### src/slk_defines.vh
// constants for the sector lock and lockdown block: opcodes, status fields, timing
// assumes it is included by every design file of the block, by bare name
`ifndef SLK_DEFINES_VH
`define SLK_DEFINES_VH

// serial command opcodes
`define SLK_OP_WRITE_ENABLE    8'h06
`define SLK_OP_WRITE_DISABLE   8'h04
`define SLK_OP_WRITE_STATUS1   8'h01
`define SLK_OP_WRITE_STATUS2   8'h31
`define SLK_OP_PROTECT_SECTOR  8'h36
`define SLK_OP_UNPROTECT_SECT  8'h39
`define SLK_OP_LOCKDOWN        8'h33
`define SLK_OP_FREEZE          8'h34

// confirmation byte and freeze key address
`define SLK_CONFIRM            8'hD0
`define SLK_FREEZE_ADDR        24'h55AA40

// status byte 1 fields
`define SLK_SR1_LOCKED_BIT     7
`define SLK_SR1_GLOBAL_MSB     5
`define SLK_SR1_GLOBAL_LSB     2
`define SLK_GLOBAL_UNPROTECT   4'h0
`define SLK_GLOBAL_PROTECT     4'hF

// status byte 2 field
`define SLK_SR2_LOCKDOWN_EN    4

// frame byte positions: opcode, three address bytes, confirmation
`define SLK_BYTES_OPCODE       3'h1
`define SLK_BYTES_STATUS       3'h2
`define SLK_BYTES_ADDRESS      3'h4
`define SLK_BYTES_CONFIRM      3'h5

// sector geometry: 64KB sectors
`define SLK_SECTOR_SHIFT       16
`define SLK_NUM_SECTORS        32
`define SLK_SECTOR_IDX_W       5
`define SLK_PROT_RESET         32'hFFFFFFFF

// timing
`define SLK_CLK_PERIOD_NS      40
`define SLK_LOCK_COMMIT_NS     200000

// synchroniser reset pattern for {sck, cs_n, si, wp_n}
`define SLK_PIN_RESET          4'h5

`endif

### src/slk_top.v
// protection locking and permanent sector lockdown logic of a serial flash
// assumes serial pins and the write-protect pin arrive asynchronously
// and are oversampled by i_clock; program/erase requests come from same-clock logic
`timescale 1ns/1ps
`include "slk_defines.vh"

module slk_top #(
  parameter NUM_SECTORS        = `SLK_NUM_SECTORS,
  parameter SECTOR_IDX_W       = `SLK_SECTOR_IDX_W,
  parameter LOCK_COMMIT_CYCLES = `SLK_LOCK_COMMIT_NS / `SLK_CLK_PERIOD_NS
) (
  input  wire                   i_clock,
  input  wire                   i_rst_b,
  input  wire                   i_clk_en,
  input  wire                   i_spi_sck,
  input  wire                   i_spi_cs_n,
  input  wire                   i_spi_si,
  input  wire                   i_wp_n,
  input  wire                   i_nv_init,
  input  wire                   i_pe_req,
  input  wire [23:0]            i_pe_addr,
  output wire [NUM_SECTORS-1:0] o_sector_prot,
  output wire [NUM_SECTORS-1:0] o_sector_lockdown,
  output wire                   o_write_enable_latch_bit,
  output wire                   o_protection_regs_locked_bit,
  output wire                   o_lockdown_enable_bit,
  output wire                   o_lockdown_frozen,
  output wire                   o_hw_locked,
  output wire                   o_sw_locked,
  output wire                   o_lock_busy,
  output reg                    o_pe_done,
  output reg                    o_pe_refused
);

  localparam NV_AW = SECTOR_IDX_W + 1;
  localparam [NV_AW-1:0] FREEZE_IDX = NUM_SECTORS[NV_AW-1:0];
  localparam [15:0] COMMIT_LOAD = LOCK_COMMIT_CYCLES[15:0];

  // reset release
  reg        rst_meta;
  reg        rst_b;

  // synchronised pins
  wire [3:0] pins_f;
  wire       sck_f;
  wire       cs_n_f;
  wire       si_f;
  wire       wp_n_f;
  reg        sck_prev;
  reg        cs_n_prev;
  wire       sck_rise;
  wire       frame_end;
  wire       cs_active;

  // serial framing
  reg  [6:0]  shift;
  reg  [2:0]  bit_cnt;
  reg  [2:0]  byte_cnt;
  reg  [7:0]  opcode;
  reg  [23:0] addr;
  reg  [7:0]  confirm;
  wire [7:0]  byte_in;

  // device state
  reg                   write_enable_latch_bit;
  reg                   protection_regs_locked_bit;
  reg                   lockdown_enable_bit;
  reg [NUM_SECTORS-1:0] prot;
  reg [15:0]            commit_cnt;

  // nonvolatile store
  wire [NUM_SECTORS:0]  nv_bits;
  wire                  nv_rd_bit;
  reg                   nv_set_we;
  reg  [NV_AW-1:0]      nv_set_idx;
  wire [NV_AW-1:0]      nv_rd_idx;
  wire                  frozen;

  // decode
  wire                    wp_asserted;
  wire                    hw_locked;
  wire                    on_boundary;
  wire [SECTOR_IDX_W-1:0] sect_idx;
  wire [SECTOR_IDX_W-1:0] pe_idx;
  wire [3:0]              global_code;
  wire                    lock_seq_ok;
  wire                    freeze_seq_ok;
  wire                    lockdown_usable;

  // program/erase check pipeline
  reg                     pe_pend;
  reg                     pe_prot;

  always @(posedge i_clock or negedge i_rst_b)
  begin
    if (!i_rst_b)
    begin
      rst_meta <= 1'b0;
      rst_b    <= 1'b0;
    end
    else
    begin
      rst_meta <= 1'b1;
      rst_b    <= rst_meta;
    end
  end

  slk_sync #(
    .W         (4),
    .RESET_VAL (`SLK_PIN_RESET)
  ) u_sync (
    .i_clock  (i_clock),
    .i_rst_b  (rst_b),
    .i_clk_en (i_clk_en),
    .i_async  ({i_spi_sck, i_spi_cs_n, i_spi_si, i_wp_n}),
    .o_sync   (pins_f)
  );

  assign sck_f  = pins_f[3];
  assign cs_n_f = pins_f[2];
  assign si_f   = pins_f[1];
  assign wp_n_f = pins_f[0];

  assign wp_asserted = ~wp_n_f;
  assign hw_locked   = wp_asserted & protection_regs_locked_bit;

  assign cs_active = ~cs_n_f;
  assign sck_rise  = cs_active & sck_f & ~sck_prev;
  assign frame_end = cs_n_f & ~cs_n_prev;
  assign byte_in   = {shift, si_f};

  always @(posedge i_clock or negedge rst_b)
  begin
    if (!rst_b)
    begin
      sck_prev  <= 1'b0;
      cs_n_prev <= 1'b1;
    end
    else if (i_clk_en)
    begin
      sck_prev  <= sck_f;
      cs_n_prev <= cs_n_f;
    end
  end

  // byte assembly; bytes past the confirmation are dropped
  always @(posedge i_clock or negedge rst_b)
  begin
    if (!rst_b)
    begin
      shift    <= 7'h00;
      bit_cnt  <= 3'h0;
      byte_cnt <= 3'h0;
      opcode   <= 8'h00;
      addr     <= 24'h000000;
      confirm  <= 8'h00;
    end
    else if (i_clk_en)
    begin
      if (!cs_active)
      begin
        if (!cs_n_prev)
        begin
          bit_cnt  <= bit_cnt;
          byte_cnt <= byte_cnt;
        end
        else
        begin
          bit_cnt  <= 3'h0;
          byte_cnt <= 3'h0;
        end
      end
      else if (sck_rise)
      begin
        shift   <= byte_in[6:0];
        bit_cnt <= bit_cnt + 3'h1;
        if (bit_cnt == 3'h7)
        begin
          if (byte_cnt != `SLK_BYTES_CONFIRM)
            byte_cnt <= byte_cnt + 3'h1;
          case (byte_cnt)
            3'h0:    opcode        <= byte_in;
            3'h1:    addr[23:16]   <= byte_in;
            3'h2:    addr[15:8]    <= byte_in;
            3'h3:    addr[7:0]     <= byte_in;
            3'h4:    confirm       <= byte_in;
            default: confirm       <= confirm;
          endcase
        end
      end
    end
  end

  assign on_boundary = (bit_cnt == 3'h0);
  assign sect_idx    = addr[`SLK_SECTOR_SHIFT +: SECTOR_IDX_W];
  assign global_code = addr[16 + `SLK_SR1_GLOBAL_MSB : 16 + `SLK_SR1_GLOBAL_LSB];
  assign frozen      = nv_bits[NUM_SECTORS];

  // full address, correct confirmation, clean end
  assign lock_seq_ok = on_boundary & (byte_cnt == `SLK_BYTES_CONFIRM)
                     & (confirm == `SLK_CONFIRM);
  assign freeze_seq_ok = lock_seq_ok & (addr == `SLK_FREEZE_ADDR);
  assign lockdown_usable = lockdown_enable_bit & ~frozen & write_enable_latch_bit;

  // command execution at the end of each frame; frames during a commit are dropped
  always @(posedge i_clock or negedge rst_b)
  begin
    if (!rst_b)
    begin
      write_enable_latch_bit        <= 1'b0;
      // reset, or a status write with bit 7 clear outside hardware lock, returns the locked bit to 0
      protection_regs_locked_bit       <= 1'b0;
      lockdown_enable_bit        <= 1'b0;
      prot       <= `SLK_PROT_RESET;
      nv_set_we  <= 1'b0;
      nv_set_idx <= {NV_AW{1'b0}};
      commit_cnt <= 16'h0000;
    end
    else if (i_clk_en)
    begin
      nv_set_we <= 1'b0;
      if (commit_cnt != 16'h0000)
        commit_cnt <= commit_cnt - 16'h0001;
      // freeze forces the enable low for ever
      if (frozen)
        lockdown_enable_bit <= 1'b0;
      if (frame_end && commit_cnt == 16'h0000)
      begin
        case (opcode)
          `SLK_OP_WRITE_ENABLE:
          begin
            if (on_boundary && byte_cnt == `SLK_BYTES_OPCODE)
              write_enable_latch_bit <= 1'b1;
          end
          `SLK_OP_WRITE_DISABLE:
          begin
            write_enable_latch_bit <= 1'b0;
          end
          `SLK_OP_WRITE_STATUS1:
          begin
            write_enable_latch_bit <= 1'b0;
            // status write ignored under hardware lock
            if (write_enable_latch_bit && !hw_locked && on_boundary && byte_cnt >= `SLK_BYTES_STATUS)
            begin
              // rise at any level, fall only when released
              protection_regs_locked_bit <= addr[16 + `SLK_SR1_LOCKED_BIT];
              // no global operation while the bit was already set
              if (!protection_regs_locked_bit)
              begin
                if (global_code == `SLK_GLOBAL_UNPROTECT)
                  prot <= {NUM_SECTORS{1'b0}};
                else if (global_code == `SLK_GLOBAL_PROTECT)
                  prot <= {NUM_SECTORS{1'b1}};
              end
            end
          end
          `SLK_OP_WRITE_STATUS2:
          begin
            write_enable_latch_bit <= 1'b0;
            if (write_enable_latch_bit && !frozen && on_boundary && byte_cnt >= `SLK_BYTES_STATUS)
              lockdown_enable_bit <= addr[16 + `SLK_SR2_LOCKDOWN_EN];
          end
          `SLK_OP_PROTECT_SECTOR,
          `SLK_OP_UNPROTECT_SECT:
          begin
            write_enable_latch_bit <= 1'b0;
            // both locked states refuse per-sector commands
            if (write_enable_latch_bit && !protection_regs_locked_bit && on_boundary && byte_cnt >= `SLK_BYTES_ADDRESS)
              prot[sect_idx] <= (opcode == `SLK_OP_PROTECT_SECTOR);
          end
          `SLK_OP_LOCKDOWN:
          begin
            // abort or ignore still clears the latch
            write_enable_latch_bit <= 1'b0;
            // set sector bit and start the commit time
            if (lockdown_usable && lock_seq_ok)
            begin
              nv_set_we  <= 1'b1;
              nv_set_idx <= {1'b0, sect_idx};
              commit_cnt <= COMMIT_LOAD;
            end
          end
          `SLK_OP_FREEZE:
          begin
            write_enable_latch_bit <= 1'b0;
            if (lockdown_usable && freeze_seq_ok)
            begin
              nv_set_we  <= 1'b1;
              nv_set_idx <= FREEZE_IDX;
              lockdown_enable_bit        <= 1'b0;
              commit_cnt <= COMMIT_LOAD;
            end
          end
          default:
          begin
            write_enable_latch_bit <= write_enable_latch_bit;
          end
        endcase
      end
    end
  end

  slk_nvbits #(
    .N  (NUM_SECTORS + 1),
    .AW (NV_AW)
  ) u_nvbits (
    .i_clock   (i_clock),
    .i_clk_en  (i_clk_en),
    .i_init    (i_nv_init),
    .i_set_we  (nv_set_we),
    .i_set_idx (nv_set_idx),
    .i_rd_idx  (nv_rd_idx),
    .o_rd_bit  (nv_rd_bit),
    .o_bits    (nv_bits)
  );

  assign pe_idx    = i_pe_addr[`SLK_SECTOR_SHIFT +: SECTOR_IDX_W];
  assign nv_rd_idx = {1'b0, pe_idx};

  // program/erase gate: answer two cycles after the request
  always @(posedge i_clock or negedge rst_b)
  begin
    if (!rst_b)
    begin
      pe_pend      <= 1'b0;
      pe_prot      <= 1'b0;
      o_pe_done    <= 1'b0;
      o_pe_refused <= 1'b0;
    end
    else if (i_clk_en)
    begin
      pe_pend   <= i_pe_req;
      // protection bit or lockdown bit decides, write-protect plays no part
      pe_prot   <= prot[pe_idx];
      o_pe_done <= pe_pend;
      o_pe_refused <= pe_pend & (nv_rd_bit | pe_prot);
    end
  end

  assign o_sector_prot                = prot;
  assign o_sector_lockdown            = nv_bits[NUM_SECTORS-1:0];
  assign o_write_enable_latch_bit     = write_enable_latch_bit;
  assign o_protection_regs_locked_bit = protection_regs_locked_bit;
  assign o_lockdown_enable_bit        = lockdown_enable_bit;
  assign o_lockdown_frozen            = frozen;
  assign o_hw_locked                  = hw_locked;
  assign o_sw_locked                  = protection_regs_locked_bit & ~wp_asserted;
  assign o_lock_busy                  = (commit_cnt != 16'h0000);

endmodule // slk_top

### src/slk_sync.v
// three-stage synchroniser bank with agreement filter for pins from outside the clock domain
// assumes inputs are asynchronous levels; output moves only when stages two and three agree
`timescale 1ns/1ps
`include "slk_defines.vh"

module slk_sync #(
  parameter           W         = 4,
  parameter [W-1:0]   RESET_VAL = {W{1'b0}}
) (
  input  wire         i_clock,
  input  wire         i_rst_b,
  input  wire         i_clk_en,
  input  wire [W-1:0] i_async,
  output reg  [W-1:0] o_sync
);

  reg [W-1:0] stage1;
  reg [W-1:0] stage2;
  reg [W-1:0] stage3;

  genvar g;
  generate
    for (g = 0; g < W; g = g + 1)
    begin : g_bit
      always @(posedge i_clock or negedge i_rst_b)
      begin
        if (!i_rst_b)
        begin
          stage1[g] <= RESET_VAL[g];
          stage2[g] <= RESET_VAL[g];
          stage3[g] <= RESET_VAL[g];
          o_sync[g] <= RESET_VAL[g];
        end
        else if (i_clk_en)
        begin
          stage1[g] <= i_async[g];
          stage2[g] <= stage1[g];
          stage3[g] <= stage2[g];
          // one-cycle glitch past stage one is rejected here
          if (stage2[g] == stage3[g])
            o_sync[g] <= stage3[g];
        end
      end
    end
  endgenerate

endmodule // slk_sync

### src/slk_nvbits.v
// nonvolatile set-only bit store: one lockdown bit per sector plus the freeze bit
// assumes no reset reaches it; only the factory init input clears it
`timescale 1ns/1ps
`include "slk_defines.vh"

module slk_nvbits #(
  parameter N   = 33,
  parameter AW  = 6
) (
  input  wire          i_clock,
  input  wire          i_clk_en,
  input  wire          i_init,
  input  wire          i_set_we,
  input  wire [AW-1:0] i_set_idx,
  input  wire [AW-1:0] i_rd_idx,
  output reg           o_rd_bit,
  output reg  [N-1:0]  o_bits
);

  always @(posedge i_clock)
  begin
    if (i_clk_en)
    begin
      if (i_init)
        o_bits <= {N{1'b0}};
      // bits only ever go from 0 to 1
      else if (i_set_we)
        o_bits[i_set_idx] <= 1'b1;
      o_rd_bit <= o_bits[i_rd_idx];
    end
  end

endmodule // slk_nvbits

### config.mk
export PLATFORM = sky130hd
export DESIGN_NAME = slk_top
export DESIGN_NICKNAME = d
export VERILOG_FILES = /design/src/slk_top.v /design/src/slk_sync.v /design/src/slk_nvbits.v
export VERILOG_INCLUDE_DIRS = /design/src
export SDC_FILE = /design/constraint.sdc
export NUM_CORES = 1
export LEC_CHECK = 0
export BUFFER_PORTS_ARGS = -buffer_cell sky130_fd_sc_hd__buf_2
export CAP_MARGIN = 20
export CORE_UTILIZATION = 58
export DETAILED_ROUTE_END_ITERATION = 8
export PLACE_DENSITY = 0.8
export SKIP_CTS_REPAIR_TIMING = 1
export SYNTH_ARGS = -nofsm -noshare
export SYNTH_HDL_FRONTEND = slang
export SYNTH_HIERARCHICAL = 1
export SYNTH_SLANG_ARGS = --single-unit
### constraint.sdc
create_clock -name i_clock -period 4.4 [get_ports i_clock]
set_input_delay 0.22 -clock i_clock [delete_from_list [all_inputs] [get_ports i_clock]]
set_output_delay 0.22 -clock i_clock [all_outputs]
set_load 0.03 [all_outputs]
==> flow_summary.json <==
{
  "synthFlopType": "dfrtp_1",
  "ys_seq_area_frac": 0.503,
  "r2r-end": "o_sector_prot[15]",
  "report.final.slew_viol_count": 0,
  "min_to": "pe_pend",
  "drive_above_1_share": 0.347,
  "drc": 12,
  "fill_cells": 1061,
  "place_congestion": 0.871,
  "start_kind": "flip-flop",
  "synth_edf_count": 34,
  "ir_drop_mv": 0.260,
  "setup_viol": 0,
  "wl_mm": 20.7,
  "violations": "design-rule violations",
  "rsz0062_at_grt": "no",
  "design_area_um2": 9940,
  "cap_violations": 0,
  "track_usage": 0.274,
  "yosys.cell_types.count": 79,
  "grt_pass1_wl_mm": 33.7,
  "grt_pass1_vias": 6537,
  "synthesis.area_um2": 8850,
  "core_area_um2": 14700,
  "place_ws_ns": 1.75,
  "detail_route.wl_per_cell_um": 20.1,
  "synth.avg_cell_area_um2": 11.6,
  "fp.dieH_um": 126,
  "grt_max_degree": 52,
  "io_buffer_count": 86,
  "async_flop_share": 0.799,
  "critical_path.max_fanout": 33,
  "start_util": 0.602,
  "synth_seq_cells": 169,
  "min_from": "i_pe_req",
  "antenna_found_initial": 0,
  "die_w_um": 126,
  "overflow": 0,
  "synth.area.top_cells": "dfrtp_1 27%, dfstp_2 12%, edfxtp_1 12%, mux2_2 7.9%, mux2_4 4.9%",
  "regArea_um2": 4450,
  "timing.rr.start": "opcode[3]",
  "leakagePower_nw": 4.28,
  "cts_made_buffers": 17,
  "critPathRequiredTime_ns": 4.78,
  "fin_util": 0.676,
  "cts_buffer_depth": 2,
  "cts_tree": "yes",
  "min_path_cells": 2,
  "fin_ws_ns": 1.64,
  "clkSinkCount": 169,
  "fmax_ghz": 0.362,
  "dp_hpwl_mm": 13.7,
  "slew-limit-headroom": 0.374,
  "setup_tns_ns": 0,
  "yosys_warnings": 6,
  "clock_skew_ns": 0.0122,
  "drt-pass1-iter-count": 8,
  "path_clk_slew_ns": 0.07,
  "place_area_um2": 9340,
  "min-delay-path-class": "in2reg",
  "rows": 44,
  "synth_top_area_share": 0.266,
  "final_antenna_net_count": 0,
  "dr.first_iter.drc_count": 631,
  "htree_levels": 4,
  "diodes": 0,
  "reg2reg_slack_ns": 1.64,
  "nNetsFinal": 876,
  "pin_count": 106,
  "cts-root-buf": "clkbuf_16",
  "clk-insertion-delay-late_ns": 0.45,
  "hold_viol_final": 0,
  "worst_pin_slew_ns": 0.933,
  "area_delta_synth_final_pct": 12.3,
  "end_kind": "flip-flop",
  "p_per_area_nw_per_um2": 408,
  "dieArea_um2": 15800,
  "via_per_inst": 6.44,
  "design_power_total_mw": 4.06,
  "finalCritPeriodShare": 0.627,
  "num_vias": 6635,
  "rr_worst_depth": 6,
  "status": "finished, violations left",
  "syn_inst": 760,
  "min_period_ns": 2.76,
  "worstPathArrival_ns": 3.14,
  "crit_type": "reg2reg",
  "synth_top_cell_by_area": "dfrtp_1",
  "multi_input_area_um2": 4090
}
metrics by stage:
step,cells,hold slack (ns)
after floorplan,762,-0.0756
after global placement,998,0.00548
after detailed placement,998,0.00833
after CTS,1030,-0.456
after global routing,1031,0.00264
final,1031,0.0105
worst max-delay path by stage:
stage / from / endpoint / slack, ns / depth (start not counted)
final: opcode[3] / o_sector_prot[15] / 1.64 / 6
after global routing: opcode[3] / o_sector_prot[15] / 1.42 / 6
after floorplan: rst_b / addr[0] / 0.43 / 0
after CTS: opcode[3] / o_sector_prot[24] / 1.74 / 6
after global placement: opcode[3] / o_sector_prot[31] / 1.89 / 6
after detailed placement: opcode[3] / o_sector_prot[24] / 1.75 / 6
cells by family after synthesis:
| kind of cell | after synthesis | share of synthesized area |
|---|---|---|
| and+or+nand+nor | 229 | 0.151 |
| DFF | 169 | 0.503 |
| AOI/OAI and AO/OA | 159 | 0.109 |
| muxes | 115 | 0.175 |
| buffers and inverters | 65 | 0.0361 |
| xor gates and xnor gates | 12 | 0.0119 |
| adders and majority gates | 9 | 0.0127 |
| other | 2 | 0.000849 |
layout make-up:
class	instances	area share
multi-input cells	528	0.411
flip-flops and latches	169	0.448
well taps	184	0.0232
clock buffers	17	0.0428
inverters	25	0.00944
repair buffers	93	0.0488
clock inverters	15	0.0165
power by group:
part / internal (mW) / leakage [nW] / total (mW) / switching, mW
logic: 0.235 / 2.05 / 0.541 / 0.306
clock network: 0.846 / 0.282 / 1.51 / 0.660
registers: 1.77 / 1.96 / 2.01 / 0.234
total: 2.86 / 4.28 / 4.06 / 1.20
cells in the mapped netlist, drive strengths merged (3+ instances only):
cell type and n:
nand3b 5, or2b 4, o21a 4, mux4 14
o2bb2ai 4, nor4 7, and3b 3, edfxtp 34
o31ai 3, mux2i 9, nand4bb 4, nor2b 4
or3 7, xnor2 7, nor3b 8, nor4bb 3
inv 25, o21ai 80, nor4b 4, buf 19
nor2 54, clkbuf 21, a31oi 5, and2 3
nand4 7, nand2 33, dfstp 41, a21oi 39
ha 9, or3b 3, nor3 7, or4 5
xor2 5, nand2b 3, dfrtp 94, mux2 92
nand3 54
worst max-delay path, stage by stage, from the launching register on:
cell and delay [ns]:
dfrtp_1 0.46, nand4bb_1 0.38, a21oi_1 0.21, buf_4 0.31, or2b_1 0.72, o21ai_0 0.28, mux2_4 0.33
routing by layer:
metal,global-route usage,share of wire
met5,0,0
met3,0.0599,0.056
met1,0.358,0.42
met4,0.115,0.023
met2,0.444,0.50
registers in the layout, indices dropped and copies added, names as in the netlist, 6 cells and up:
register         flops
addr                24
commit_cnt          16
confirm              8
nv_set_idx           6
o_sector_prot       32
opcode               8
shift                7
u_nvbits/o_bits     33
layout by cell type (no fill, tap or decap), types with 5 or more instances in the layout:
master / instances
dfrtp_1: 93
buf_2: 86
o21ai_0: 80
mux2_2: 62
nor2_1: 54
nand3_1: 50
dfstp_2: 41
a21oi_1: 38
edfxtp_1: 34
nand2_1: 33
mux2_4: 29
inv_1: 25
clkbuf_16: 17
mux4_2: 14
mux2i_1: 9
ha_1: 9
nand4_1: 7
or3_1: 7
xnor2_1: 7
inv_6: 7
buf_4: 6
nor4_1: 5
xor2_1: 5
nor3b_1: 5
nand3b_1: 5
nor3_1: 5
a31oi_1: 5
Note: power is estimated with default switching activity, not from simulation.
